--- src/include/pwr_defines.svh ---
/*
  Register offsets, field positions, reset values and timing counts of the
  power mode and power-on control block.
  Assumes a 100 MHz system clock and a 32-bit APB register bus.
*/
`ifndef PWR_DEFINES_SVH
`define PWR_DEFINES_SVH

// Byte offsets
`define OFS_POWER_CONTROL     12'h000
`define OFS_RESET_CAUSE       12'h004
`define OFS_INT_ENABLE_ZERO   12'h008
`define OFS_WATCHDOG_CONTROL  12'h00C
`define OFS_PERIPH_POWER      12'h010
`define OFS_CLOCK_CONFIG      12'h014
`define OFS_WAKE_ENABLE       12'h018
`define OFS_IRQ_STATUS        12'h01C
`define OFS_IRQ_MASK          12'h020
`define OFS_STATUS            12'h024

// Field positions
`define POS_MODE_LO           0
`define POS_MODE_HI           1
`define POS_POWER_ON_FLAG     4
`define POS_BROWNOUT_FLAG     5
`define POS_GLOBAL_INT_GATE   7
`define POS_WATCHDOG_CLK_SEL  0
`define POS_COMP_POWER_DOWN   5
`define POS_RTC_ENABLE        2

// Mode field encodings
`define MODE_NORMAL           2'h0
`define MODE_IDLE             2'h1
`define MODE_POWER_DOWN       2'h2
`define MODE_TOTAL_DOWN       2'h3

// Clock source encodings
`define CLK_CRYSTAL           2'h0
`define CLK_INTERNAL_RC       2'h1
`define CLK_EXTERNAL          2'h2

// Reset values
`define RST_POWER_CONTROL     8'h00
`define RST_WAKE_ENABLE       8'h00

// Interrupt status bits
`define IRQ_WAKE              0
`define IRQ_STABLE            1
`define IRQ_POWER_ON          2

// Stability times
`define CRYSTAL_STABLE_CLKS   1024
`define RC_STABLE_MS          200
`define EXT_STABLE_CLKS       32
`define CLK_PERIOD_NS         10
`define RC_STABLE_CYCLES      ((`RC_STABLE_MS * 1000000) / `CLK_PERIOD_NS)

`endif

--- src/include/pwr_pkg.sv ---
/*
  Types of the power mode and power-on control block.
  Assumes pwr_defines.svh is compiled alongside.
*/
package pwr_pkg;

  typedef enum logic [1:0] {
    PM_NORMAL,
    PM_IDLE,
    PM_DOWN,
    PM_TOTAL_DOWN
  } power_mode_t;

  typedef struct packed {
    logic [11:0] addr;
    logic        write;
    logic [31:0] wdata;
  } apb_req_t;

  typedef struct packed {
    logic ext_int_zero;
    logic external_interrupt_one;
    logic brownout;
    logic keyboard;
    logic rtc;
    logic watchdog;
    logic comparator;
  } wake_src_t;

endpackage

--- src/rtl/power_mode_and_por_control.sv ---
/*
  Power mode and power-on control: reset-cause flags, power reduction
  modes, wake-up qualification, oscillator restart and stability count.
  Assumes an APB master on sys_clk, and that interrupt and reset request
  inputs come from logic on the same clock; the power-on detect comes
  from an analog cell and is synchronised here.
*/
// The register addresses and the APB register port were decided locally.
//
// Overview of operation
// [RULE1] Power-up detection sets power-on flag, bit 4 of reset cause register.
// [RULE2] Power-on flag stays set until software writes zero to it.
// [RULE3] Brownout flag, bit 5, is set whenever power-on flag is set.
// [RULE4] Power control register bits [1:0] choose the power reduction mode.
// [RULE5] Mode 00 normal and default, 01 idle, 10 power-down.
// [RULE6] Idle halts processor while peripherals keep their clock.
// [RULE7] Idle ends on any reset or any enabled interrupt.
// [RULE8] Entering power-down stops the main oscillator.
// [RULE9] Power-down exits on reset or listed interrupt sources.
// [RULE10] Reset wakes from power-down only when that reset is enabled.
// [RULE11] Interrupt wakes only if individually enabled and global gate bit 7 set.
// [RULE12] Software sets external interrupts level-triggered for power-down wake.
// [RULE13] Power-down disables RC oscillator unless it is system clock and RTC enabled.
// [RULE14] Wake restarts oscillator at once, holds execution until stable.
// [RULE15] Stable after 1024 clocks crystal, 200ms RC, 32 clocks external.
// [RULE16] Brownout stays active in power-down; watchdog runs if its clock-select set.
// [RULE17] Comparators run in power-down unless bit 5 set and comparators disabled.
// [RULE18] Mode 11 is power-down plus brownout and comparators disabled.
`timescale 1ns/1ps
`default_nettype none
`include "pwr_defines.svh"

module power_mode_and_por_control #(
  parameter int RC_STABLE_CYCLES = `RC_STABLE_CYCLES
) (
  input  wire logic                sys_clk,
  input  wire logic                arst_n,
  // APB
  input  wire logic                psel,
  input  wire logic                penable,
  input  wire logic                pwrite,
  input  wire logic [11:0]         paddr,
  input  wire logic [31:0]         pwdata,
  output logic [31:0]              prdata,
  output logic                     pready,
  output logic                     pslverr,
  // Pins and system
  input  wire logic                power_up_detect,
  input  wire pwr_pkg::wake_src_t  int_request,
  input  wire pwr_pkg::wake_src_t  int_enable,
  input  wire logic                reset_request,
  input  wire logic                comparators_enabled,
  output logic                     cpu_halt,
  output logic                     periph_clk_run,
  output logic                     main_osc_run,
  output logic                     rc_osc_run,
  output logic                     brownout_detect_on,
  output logic                     comparator_run,
  output logic                     watchdog_run,
  output logic                     irq
);

  ////////////////////////////////////////////////////////////////////////////
  // Registers and state

  typedef enum logic [1:0] {
    ST_RUN,
    ST_IDLE,
    ST_DOWN,
    ST_SETTLE
  } run_state_t;

  run_state_t          state;
  run_state_t          next_state;
  logic [1:0]          mode;
  logic [7:0]          power_control_register;
  logic [7:0]          reset_cause_register;
  logic [7:0]          interrupt_enable_reg_zero;
  logic [7:0]          watchdog_control_register;
  logic [7:0]          peripheral_power_control_register;
  logic [7:0]          clock_config;
  logic [7:0]          wake_reset_enable;
  logic [2:0]          irq_status;
  logic [2:0]          irq_mask;
  logic [31:0]         settle_count;
  logic [31:0]         next_settle_count;
  logic [2:0]          pud_sync;
  logic                pud_seen;

  ////////////////////////////////////////////////////////////////////////////
  // Decode

  pwr_pkg::apb_req_t   req;
  assign req = '{addr: paddr, write: pwrite, wdata: pwdata};

  wire        access      = psel && penable;
  wire        wr          = access && req.write;
  wire        hit_power_control_register    = req.addr == `OFS_POWER_CONTROL;
  wire        hit_rcause  = req.addr == `OFS_RESET_CAUSE;
  wire        hit_interrupt_enable_reg_zero    = req.addr == `OFS_INT_ENABLE_ZERO;
  wire        hit_watchdog_control_register   = req.addr == `OFS_WATCHDOG_CONTROL;
  wire        hit_peripheral_power_control_register   = req.addr == `OFS_PERIPH_POWER;
  wire        hit_clk     = req.addr == `OFS_CLOCK_CONFIG;
  wire        hit_wake    = req.addr == `OFS_WAKE_ENABLE;
  wire        hit_ista    = req.addr == `OFS_IRQ_STATUS;
  wire        hit_imask   = req.addr == `OFS_IRQ_MASK;
  wire        hit_stat    = req.addr == `OFS_STATUS;
  wire        mapped      = hit_power_control_register | hit_rcause | hit_interrupt_enable_reg_zero | hit_watchdog_control_register | hit_peripheral_power_control_register
                            | hit_clk | hit_wake | hit_ista | hit_imask | hit_stat;

  assign pready  = 1'b1;
  assign pslverr = access && !mapped;

  // [RULE4] Mode field select
  assign mode = power_control_register[`POS_MODE_HI:`POS_MODE_LO];

  wire power_up_now = pud_sync[2] && pud_sync[1];
  wire power_up_evt = power_up_now && !pud_seen;

  ////////////////////////////////////////////////////////////////////////////
  // Power mode behaviour

  wire total_down  = mode == `MODE_TOTAL_DOWN;
  wire global_gate = interrupt_enable_reg_zero[`POS_GLOBAL_INT_GATE];

  // [RULE18] Total power-down removes brownout and comparator sources
  pwr_pkg::wake_src_t live_src;
  assign live_src = '{
    ext_int_zero:           int_request.ext_int_zero,
    external_interrupt_one: int_request.external_interrupt_one,
    brownout:               int_request.brownout && !total_down,
    keyboard:               int_request.keyboard,
    rtc:                    int_request.rtc,
    watchdog:               int_request.watchdog && watchdog_run,
    comparator:             int_request.comparator && comparator_run
  };

  // [RULE11] Individual enable and global gate
  wire int_wake  = global_gate && |(live_src & int_enable);
  // [RULE10] Enabled reset only
  wire rst_wake  = reset_request && wake_reset_enable[0];
  // [RULE7] Idle exit on reset or enabled interrupt
  wire idle_exit = reset_request || int_wake;
  // [RULE9] Power-down exit sources
  wire down_exit = rst_wake || int_wake;

  wire [1:0] clk_src   = clock_config[1:0];
  wire       rtc_on    = clock_config[`POS_RTC_ENABLE];

  // [RULE15] Stability count by clock source
  wire [31:0] settle_target =
      (clk_src == `CLK_INTERNAL_RC) ? 32'(RC_STABLE_CYCLES) :
      (clk_src == `CLK_EXTERNAL)    ? 32'(`EXT_STABLE_CLKS) :
                                      32'(`CRYSTAL_STABLE_CLKS);

  always_comb begin
    next_state        = state;
    next_settle_count = 32'h0000_0000;
    case (state)
      ST_RUN: begin
        // [RULE5] 01 idle, 1x power-down
        if (mode == `MODE_IDLE) begin
          next_state = ST_IDLE;
        end else if (mode[1]) begin
          next_state = ST_DOWN;
        end
      end
      ST_IDLE: begin
        if (idle_exit) begin
          next_state = ST_RUN;
        end
      end
      ST_DOWN: begin
        // [RULE14] Restart at once on wake
        if (down_exit) begin
          next_state = ST_SETTLE;
        end
      end
      ST_SETTLE: begin
        next_settle_count = settle_count + 32'h0000_0001;
        if (next_settle_count >= settle_target) begin
          next_state = ST_RUN;
        end
      end
      default: begin
        next_state = ST_RUN;
      end
    endcase
  end

  // [RULE6] Idle halts processor, peripherals clocked
  assign cpu_halt       = state != ST_RUN;
  assign periph_clk_run = state != ST_DOWN;
  // [RULE8] Oscillator stopped in power-down
  assign main_osc_run   = state != ST_DOWN;
  // [RULE13] RC kept only as system clock with RTC
  assign rc_osc_run     = state != ST_DOWN || (clk_src == `CLK_INTERNAL_RC && rtc_on);
  // [RULE16] Brownout and watchdog in power-down
  assign brownout_detect_on = !(state == ST_DOWN && total_down);
  assign watchdog_run   = state != ST_DOWN
                          || watchdog_control_register[`POS_WATCHDOG_CLK_SEL];
  // [RULE17] Comparators power down when asked and disabled, or in total power-down
  assign comparator_run = !(state == ST_DOWN && (total_down
                          || (peripheral_power_control_register[`POS_COMP_POWER_DOWN]
                              && !comparators_enabled)));

  assign irq = |(irq_status & irq_mask);

  wire [2:0] irq_set = {power_up_evt,
                        state == ST_SETTLE && next_state == ST_RUN,
                        state == ST_DOWN && down_exit};

  ////////////////////////////////////////////////////////////////////////////
  // Clocked logic

  always_ff @(posedge sys_clk or negedge arst_n) begin
    if (!arst_n) begin
      pud_sync <= 3'h0;
      pud_seen <= 1'b0;
    end else begin
      pud_sync <= {pud_sync[1:0], power_up_detect};
      pud_seen <= power_up_now;
    end
  end

  always_ff @(posedge sys_clk or negedge arst_n) begin
    if (!arst_n) begin
      state        <= ST_RUN;
      settle_count <= 32'h0000_0000;
    end else begin
      state        <= next_state;
      settle_count <= next_settle_count;
    end
  end

  // Wake-up clears the mode field so execution resumes in normal mode
  always_ff @(posedge sys_clk or negedge arst_n) begin
    if (!arst_n) begin
      power_control_register <= `RST_POWER_CONTROL;
    end else if (wr && hit_power_control_register) begin
      power_control_register <= req.wdata[7:0] & 8'hDF;
    end else if ((state == ST_IDLE && idle_exit) || (state == ST_DOWN && down_exit)) begin
      power_control_register <= power_control_register & 8'hFC;
    end
  end

  // [RULE1] Power-on sets flag; set wins over clear
  // [RULE2] Only a written zero clears
  // [RULE3] Brownout flag follows power-on
  always_ff @(posedge sys_clk or negedge arst_n) begin
    if (!arst_n) begin
      reset_cause_register <= 8'h00;
    end else if (power_up_evt) begin
      reset_cause_register <= reset_cause_register | 8'h30;
    end else if (wr && hit_rcause) begin
      reset_cause_register <= reset_cause_register & req.wdata[7:0];
    end
  end

  always_ff @(posedge sys_clk or negedge arst_n) begin
    if (!arst_n) begin
      interrupt_enable_reg_zero         <= 8'h00;
      watchdog_control_register         <= 8'h00;
      peripheral_power_control_register <= 8'h00;
      clock_config                      <= 8'h00;
      wake_reset_enable                 <= `RST_WAKE_ENABLE;
      irq_mask                          <= 3'h0;
    end else begin
      if (wr && hit_interrupt_enable_reg_zero)  interrupt_enable_reg_zero         <= req.wdata[7:0];
      if (wr && hit_watchdog_control_register) watchdog_control_register         <= req.wdata[7:0];
      if (wr && hit_peripheral_power_control_register) peripheral_power_control_register <= req.wdata[7:0];
      if (wr && hit_clk)   clock_config                      <= req.wdata[7:0];
      if (wr && hit_wake)  wake_reset_enable                 <= req.wdata[7:0];
      if (wr && hit_imask) irq_mask                          <= req.wdata[2:0];
    end
  end

  // Sticky interrupt status, write one to clear, set wins
  always_ff @(posedge sys_clk or negedge arst_n) begin
    if (!arst_n) begin
      irq_status <= 3'h0;
    end else begin
      irq_status <= (irq_status & ~((wr && hit_ista) ? req.wdata[2:0] : 3'h0)) | irq_set;
    end
  end

  ////////////////////////////////////////////////////////////////////////////
  // Read data

  wire [31:0] rd_mux =
      hit_power_control_register   ? {24'h0, power_control_register} :
      hit_rcause ? {24'h0, reset_cause_register} :
      hit_interrupt_enable_reg_zero   ? {24'h0, interrupt_enable_reg_zero} :
      hit_watchdog_control_register  ? {24'h0, watchdog_control_register} :
      hit_peripheral_power_control_register  ? {24'h0, peripheral_power_control_register} :
      hit_clk    ? {24'h0, clock_config} :
      hit_wake   ? {24'h0, wake_reset_enable} :
      hit_ista   ? {29'h0, irq_status} :
      hit_imask  ? {29'h0, irq_mask} :
      hit_stat   ? {30'h0, state} :
                   32'h0000_0000;

  always_ff @(posedge sys_clk or negedge arst_n) begin
    if (!arst_n) begin
      prdata <= 32'h0000_0000;
    end else if (psel && !penable && !pwrite) begin
      prdata <= rd_mux;
    end
  end

endmodule
`default_nettype wire

--- config.mk ---
export PLATFORM = sky130hd
export DESIGN_NAME = power_mode_and_por_control
export DESIGN_NICKNAME = d
export VERILOG_FILES = /design/src/include/pwr_pkg.sv /design/src/rtl/power_mode_and_por_control.sv
export VERILOG_INCLUDE_DIRS = /design/src /design/src/include
export SDC_FILE = /design/constraint.sdc
export NUM_CORES = 1
export LEC_CHECK = 0
export CAP_MARGIN = 15
export CORE_MARGIN = 2
export CORE_UTILIZATION = 50
export CTS_CLUSTER_DIAMETER = 50
export DETAILED_ROUTE_END_ITERATION = 6
export DONT_BUFFER_PORTS = 1
export GPL_TIMING_DRIVEN = 1
export MAX_ROUTING_LAYER = met4
export RECOVER_POWER = 25
export SLEW_MARGIN = 20
export SYNTH_ARGS = -nofsm -noshare
export SYNTH_HDL_FRONTEND = slang
export SYNTH_SLANG_ARGS = --single-unit
--- constraint.sdc ---
create_clock -name sys_clk -period 3.9 [get_ports sys_clk]
set_input_delay 0.195 -clock sys_clk [delete_from_list [all_inputs] [get_ports sys_clk]]
set_output_delay 0.195 -clock sys_clk [all_outputs]
set_load 0.05 [all_outputs]
==> results of run 1 <==
-- power groups by stage --
stage | Clock, mW | Combinational (mW) | Sequential (mW)
CTS | 1.00 | 0.156 | 1.16
detailed placement | 0 | 0.114 | 1.18
global placement | 0 | 0.112 | 1.18
global route | 1.04 | 0.163 | 1.16
floorplan | 0 | 0.140 | 1.17
finish | 0.971 | 0.151 | 1.16
-- synth_stat cells, drive strengths merged (3+ instances only) --
cell type  number  area, µm²
a222oi          4      40.04
o21ai          17      85.08
buf            32      222.7
nor2b           6      37.54
o311a           3      30.03
xnor2          17      148.9
nor4           11      87.59
nor3           15      86.34
o32ai           3      33.79
ha             10      125.1
mux2           52      585.6
nand3          17      90.09
a31oi           4      25.02
nand4          18      125.1
o21a            6      45.04
clkbuf         17      66.31
and2           12      75.07
and4            3      27.53
nand2b          3      18.77
inv            12      45.04
or4             6      52.55
o22ai           5      31.28
mux2i           9      90.09
nand2          44      165.2
xor2           13      113.9
o22a            4      35.03
a21oi          12      60.06
nor2           42      157.7
a2111oi         3      26.28
dfrtp         107       2678
a22oi           7      52.55
a22o            3      26.28
a221oi          6      52.55
o31a            3      26.28
and3            5      31.28
-- layer usage --
layer | vias to the layer above | part of all wire, %
met1 | 2128 | 43
met2 | 116 | 50
met4 | 0 | 2.2
met3 | 22 | 4.8
li1 | 2013 | -
met5 | - | 0
-- state kept, by name, summed over array words and instances (netlist names) --
name / flops
irq_mask: 3
irq_status: 3
pud_seen: 1
power_control_register: 7
wake_reset_enable: 8
settle_count: 32
state: 2
interrupt_enable_reg_zero: 8
watchdog_control_register: 8
prdata: 8
peripheral_power_control_register: 8
pud_sync: 3
reset_cause_register: 8
clock_config: 8
-- cell families after synthesis --
family | count (synthesis) | share of synthesized area (%)
and+or+nand+nor | 196 | 18.30
muxes | 61 | 11.60
AOI/OAI and AO/OA | 93 | 11.60
adders and majority gates | 10 | 2.148
other | 2 | 0.1289
DFF | 107 | 45.97
buffers and inverters | 61 | 5.736
xor gates and xnor gates | 30 | 4.511
-- layout make-up --
type / count / area share [%]
well taps: 143 / 2.838
clock buffers: 10 / 3.790
repair buffers: 21 / 2.858
clock inverters: 6 / 1.310
multi-input cells: 415 / 46.02
inverters: 12 / 0.7144
flip-flops and latches: 107 / 42.47
-- layout by cell type, fill, tap and decap left out, types with 5 or more instances in the layout --
master / synthesis / final
dfrtp_1: 107 / 107
mux2_2: 52 / 52
nand2_1: 44 / 44
nor2_1: 42 / 42
conb_1: 2 / 25
xnor2_1: 17 / 17
nand4_1: 16 / 16
nand3_1: 16 / 16
o21ai_0: 17 / 15
nor3_1: 14 / 14
xor2_1: 13 / 13
inv_1: 12 / 12
a21oi_1: 12 / 12
and2_1: 12 / 11
dlygate4sd3_1: 0 / 10
buf_4: 26 / 10
mux2i_1: 9 / 9
ha_1: 10 / 9
clkbuf_16: 0 / 9
nor4_1: 8 / 8
a22oi_1: 7 / 7
nor2b_1: 6 / 6
a221oi_1: 6 / 6
o21a_1: 6 / 6
and3_1: 5 / 5
o22ai_1: 5 / 5
-- metrics by stage --
stage | setup slack, ns | util, %
detailed placement | 0.3068 | 51.68
CTS | 0.2920 | 55.63
floorplan | 0.6715 | -
global placement | 0.3752 | 51.68
finish | 0.3329 | 55.45
global route | 0.009400 | 55.45
-- worst max-delay path, cell delays in order, from the launching register on --
cell	delay [ns]
dfrtp_1	0.44
ha_2	0.27
nand4_1	0.20
or4_4	0.54
nor2_1	0.17
nand3_1	0.11
xnor2_1	0.19
ha_1	0.29
a21oi_1	0.13
nor2_1	0.06
a2111oi_0	0.40
o211a_1	0.23
nand4_2	0.12
a211o_1	0.31
-- worst max path at each step --
stage	to	slack, ns	cells past startpoint
after floorplan	irq_status[1]$_DFF_PN0_	0.67	13
after global placement	irq_status[1]$_DFF_PN0_	0.38	13
after detailed placement	irq_status[1]$_DFF_PN0_	0.31	13
after CTS	irq_status[1]$_DFF_PN0_	0.29	13
after global routing	irq_status[1]$_DFF_PN0_	0.009	13
final	irq_status[1]$_DFF_PN0_	0.33	13
-- repair_timing --
action,4_1_cts,5_1_grt
hold endpoints to repair,167,0
setup endpoints to repair,0,1
resized for setup,0,1
hold buffers,11,0
==> summary.txt, run 1 <==
Pwr
  • Pwr/cell area: between 300 and 400 nW/µm²
  • Internal power: 1.677 mW
  • Sequential power share: 50.8%
  • Sw Ratio: 26.34%
  • Leakage: around 2.8 nW
  • NetSw: roughly 600 µW
  • Clock share of power: between 40% and 50%
  • Combinational Power Share: under 10%
  • VDD IR max: about 0.28 mV
  • Power, Total: 2.277 mW

STA
  • Clk_skew: 0.01091 ns
  • Final setup TNS: 0 ns
  • Slew @ Worst Pin: approximately 2.6 ns
  • Fin Hold WS: roughly 0.013 ns
  • Final Max Slew Viols: approximately 110
  • Rel. slew slack: -74.91%
  • Final Setup Violations: 0
  • Period utilization: 91.46%
  • RSZ-0062 raised after global routing: false
  • Min Tclk post-route: 3.567 ns
  • Final Hold Fails: 0
  • Max frequency: around 0.28 GHz

Final layout
  • Share of layout cells above drive strength 1: roughly 17%
  • Net count, final: about 640
  • Fin area: 6305 µm²
  • Multi-input gate area: around 2900 µm²
  • ANT cells: 0
  • Fill cells: just over 1000
  • Syn-to-layout area delta: 8.249%
  • Post-Layout Cell Count: 714
  • Register area: ~2700 µm²

Clock network
  • Clock transition at the registers of the reported paths: about 0.07 ns
  • H-tree lvl count: 3
  • Root buffer cell: clkbuf_16
  • CTS buffer count: 9
  • Number of clock sinks: approximately 110
  • CTS tree: built
  • Max Buffers Root-to-Sink: 2
  • Latest clock arrival within the worst-skew pair: about 0.37 ns
  • Setup Buffers After CTS: 0

Global route
  • GRT Max-Usage Layer: met2
  • Met3 GRT Util: a little over 5%
  • Met2 Use GR: between 30% and 40%
  • Overall Global Routing Usage: between 20% and 30%
  • Initial antenna violation count: 0
  • Vias in the first global route: 4306
  • Pin count of the biggest net entering global routing: approximately 110
  • First-pass GRT wire length: approximately 23000 µm
  • Met1 Use GR: just under 30%
  • Global route overflow: 0

Worst setup path
  • Setup slack, reg-to-reg: roughly 0.33 ns
  • Reg-to-reg endpoint: irq_status[1]$_DFF_PN0_
  • Arrival time at the worst endpoint: ~3.8 ns
  • Worst-path maximum fanout: 7
  • FF-to-FF path depth: 13
  • Crit Path Class: reg -> reg
  • Crit start category: flip-flop
  • Setup crit start: settle_count[0]$_DFF_PN0_
  • Worst R2R Start: settle_count[0]$_DFF_PN0_
  • Setup crit end kind: flip-flop
  • Worst EP required: just over 4 ns

Die
  • Vert. Die Dim: about 110 µm
  • DIE AREA: 12530 µm²
  • Core area: roughly 11000 µm²
  • Initial Utilization: roughly 51%
  • DIE WIDTH: approximately 110 µm
  • Cell Rows: 39
  • I/O pins: ~110

Routing
  • Routed WL per cell: between 15 and 20 µm
  • Post-route ant nets: 0
  • Vias/cell: 5.993
  • Post-route DRC: 0
  • TritonRoute pass-1 iters: 5
  • Iter 0 DRT Violations: ~300
  • Vias: ~4300
  • Total Wirelength: 13660 µm

Placed design
  • Post-DP Area: 5876 µm²
  • DP Wirelength: between 9000 and 10000 µm
  • I/O Buffers: 0
  • Placed cells: just under 700
  • GP Congestion: 0.9316

Worst hold path
  • HP Class: in -> reg
  • Min-delay src: pwdata[0]
  • Worst Hold Path Cells: 2
  • Hold Path Sink: irq_status[0]$_DFF_PN0_

Synthesis
  • Synth unique cells: 65
  • Syn Area/Cell: 10.40 µm²
  • Number of synthesized flops with an enable pin: 0
  • Syn Inst Count: 560
  • Ys async rst share: 100.0%
  • Ys flop type: dfrtp_1
  • Mapped cell area: ~5800 µm²
  • Register area share after synthesis: about 46%
  • Yosys warns: 0
  • Yosys reg bits: between 100 and 150

Run status
  • Status: finished, violations left
  • Failing checks: max-capacitance violations, max-slew violations

Flow run
  • Max-cap violations: 1
(Power assumes the default switching activity.)
==> run 2, diff against run 1 <==
clock period = 4.2 ns   (was 3.9 ns; I/O delays follow)
==> summary.txt, run 2 (synthesized netlist as in run 1, its figures left out) <==
Global route
  • Overall Global Routing Usage: 23.15% (-0.62 points)
  • Initial antenna violation count: 0 (unchanged)
  • Vias in the first global route: 4233 (-1.7%)
  • Global route overflow: 0 (unchanged)
  • Pin count of the biggest net entering global routing: 108 (unchanged)
  • First-pass GRT wire length: 22230 µm (-2.1%)

Pwr
  • Sequential power share: 51.3% (+0.5 points)
  • Pwr/cell area: 330.8 nW/µm² (-8.4%)
  • NetSw: 548.2 µW (-8.6%)
  • Internal power: 1.545 mW (-7.9%)
  • Clock share of power: 41.9% (-0.7 points)
  • VDD IR max: 0.3005 mV (+7.3%)
  • Combinational Power Share: 6.9% (+0.3 points)
  • Leakage: 2.774 nW (+0.48%)
  • Sw Ratio: 26.18% (-0.15 points)

Worst setup path
  • Crit start category: flip-flop
  • FF-to-FF path depth: 13 (unchanged)
  • Crit Path Class: reg -> reg
  • CP max-delay cell: or4_4
  • Critical Path, Cell by Cell: ha_1, nand4_1, or4_4, nor2_1, nand3_1, xnor2_1, ha_1, a21oi_1, nor2_1, a2111oi_0, o211a_1, nand4_2, a211o_1
  • Crit-path max cell delay: 0.53 ns (about the same)
  • Worst R2R Start: settle_count[0]$_DFF_PN0_
  • Setup crit end kind: flip-flop
  • Arrival time at the worst endpoint: 3.84 ns (+0.02 ns)
  • Worst-path maximum fanout: 7 (unchanged)
  • Worst EP required: 4.44 ns (+0.29 ns)
  • Setup crit start: settle_count[0]$_DFF_PN0_
  • Reg-to-reg endpoint: irq_status[1]$_DFF_PN0_
  • Setup slack, reg-to-reg: 0.60 ns (+0.27 ns)

Final layout
  • ANT cells: 0 (unchanged)
  • Max reg flops: 32 (unchanged)
  • Most frequent cells in the layout: dfrtp_1 (107), mux2_2 (52), nand2_1 (44), nor2_1 (42), conb_1 (25)
  • Syn-to-layout area delta: 8.657%
  • Share of layout cells above drive strength 1: 15.73% (-1.1 points)
  • Largest Register: settle_count
  • Net count, final: 643 (+0.16%)
  • Post-Layout Cell Count: 715 (+0.14%)
  • Layout Utilization: 55.66% (+0.21 points)
  • Most common cell after layout, fill and taps aside: dfrtp_1

Die
  • Core area: 11370 µm² (unchanged)
  • DIE AREA: 12530 µm² (unchanged)
  • Initial Utilization: 51.23% (unchanged)
  • Vert. Die Dim: 111.9 µm (unchanged)
  • Cell Rows: 39 (unchanged)
  • I/O pins: 108 (unchanged)
  • DIE WIDTH: 111.9 µm (unchanged)

STA
  • RSZ-0062 raised after global routing: false
  • Min Tclk post-route: 3.596 ns (+0.02852 ns)
  • Final Setup Violations: 0 (unchanged)
  • Period utilization: 85.61% (-5.9 points)
  • Final Hold Fails: 0 (unchanged)
  • Final setup TNS: 0 ns (unchanged)
  • Slew @ Worst Pin: 2.614 ns (-0.009879 ns)
  • Final Max Slew Viols: 108 (unchanged)
  • Clk_skew: 0.007543 ns (-0.003370 ns)
  • Max frequency: 0.2781 GHz (-0.79%)
  • Rel. slew slack: -74.25% (+0.66 points)

Clock network
  • CTS buffer count: 9 (unchanged)
  • H-tree lvl count: 3 (unchanged)
  • Clock transition at the registers of the reported paths: 0.07 ns (about the same)
  • Setup Buffers After CTS: 0 (unchanged)
  • Max Buffers Root-to-Sink: 2 (unchanged)
  • Number of clock sinks: 107 (unchanged)
  • Root buffer cell: clkbuf_16
  • CTS tree: built
  • Latest clock arrival within the worst-skew pair: 0.35 ns (-0.02 ns)

Worst hold path
  • Hold Path Sink: power_control_register[4]$_DFFE_PN0P_
  • HP Class: in -> reg
  • Min-delay src: pwdata[4]
  • Worst Hold Path Cells: 1 (-1)

Placed design
  • GP Congestion: 0.8816 (-5.4%)
  • I/O Buffers: 0 (unchanged)
  • DP Wirelength: 9257 µm (-1.5%)
  • Placed cells: 683 (-0.58%)

Routing
  • Post-route DRC: 0 (unchanged)
  • Iter 0 DRT Violations: 353 (+15%)
  • Vias: 4243 (-0.84%)
  • Routed WL per cell: 18.97 µm (-0.84%)
  • Vias/cell: 5.934 (-0.98%)
  • TritonRoute pass-1 iters: 7 (+2)
  • Total Wirelength: 13570 µm (-0.70%)
  • Post-route ant nets: 0 (unchanged)

Flow run
  • Max-cap violations: 1 (unchanged)

Run status
  • Status: finished, violations left
  • Failing checks: max-capacitance violations, max-slew violations
[run 2: cell types whose count changed in the layout (fill, tap and decap cells not counted), moves of 2 or more]
| cell | before | now |
|---|---|---|
| inv_6 | 1 | 3 |
| buf_4 | 10 | 6 |
| dlygate4sd3_1 | 10 | 15 |
| nor4_4 | 0 | 2 |
| nor4_2 | 3 | 1 |
[run 2: worst max-delay path: cells and delay by family, from the launching register on]
family,cells,cell delay [ns]
and+or+nand+nor,6,1.20
DFF,1,0.44
xor gates and xnor gates,1,0.18
AOI/OAI and AO/OA,4,1.09
adders and majority gates,2,0.57
[run 2: final cells by class]
| cell class | instances | area, µm² |
|---|---|---|
| clock buffers | 10 | 229.0 |
| repair buffers | 22 | 200.2 |
| flip-flops and latches | 107 | 2678 |
| inverters | 12 | 45.04 |
| clock inverters | 6 | 81.33 |
| well taps | 143 | 178.9 |
| multi-input cells | 415 | 2917 |
| fillers | 1028 | 5041 |
[run 2: power groups by stage]
stage | Sequential [mW] | Clock, mW | Combinational (mW)
final | 1.07 | 0.877 | 0.144
after floorplan | 1.09 | 0 | 0.130
after CTS | 1.07 | 0.895 | 0.143
after global placement | 1.09 | 0 | 0.104
after global routing | 1.07 | 0.937 | 0.155
after detailed placement | 1.09 | 0 | 0.106
[run 2: worst max-delay path by stage]
stage          depth (start not counted)                       to  slack (ns)
6_report                              13  irq_status[1]$_DFF_PN0_        0.60
4_1_cts                               13  irq_status[1]$_DFF_PN0_        0.61
3_5_place_dp                          13  irq_status[1]$_DFF_PN0_        0.62
5_1_grt                               13  irq_status[1]$_DFF_PN0_        0.24
3_3_place_gp                          13  irq_status[1]$_DFF_PN0_        0.62
2_1_floorplan                         13  irq_status[1]$_DFF_PN0_        0.97
[run 2: routing by layer]
layer / GRT usage (%) / routed length, µm / part of all wire [%]
met5: - / 0 / 0
met4: 4.959 / 165 / 1.2
met3: 5.335 / 600 / 4.4
met2: 38.26 / 6883 / 51
met1: 29.42 / 5918 / 44
[run 2: what timing repair did]
item                      in CTS  in global routing
hold endpoints to repair     159                  6
hold buffers                  11                  5
resized for setup              0                  0
[run 2: per-stage QoR]
stage	setup slack [ns]	power (mW)	hold WS, ns	area [µm²]
floorplan	0.9715	1.216	-0.08559	5911
global placement	0.6207	1.197	-0.08292	5846
detailed placement	0.6188	1.199	-0.08288	5846
CTS	0.6122	2.111	0.00005970	6284
global route	0.2422	2.167	0.004911	6329
finish	0.6044	2.093	0.01044	6329
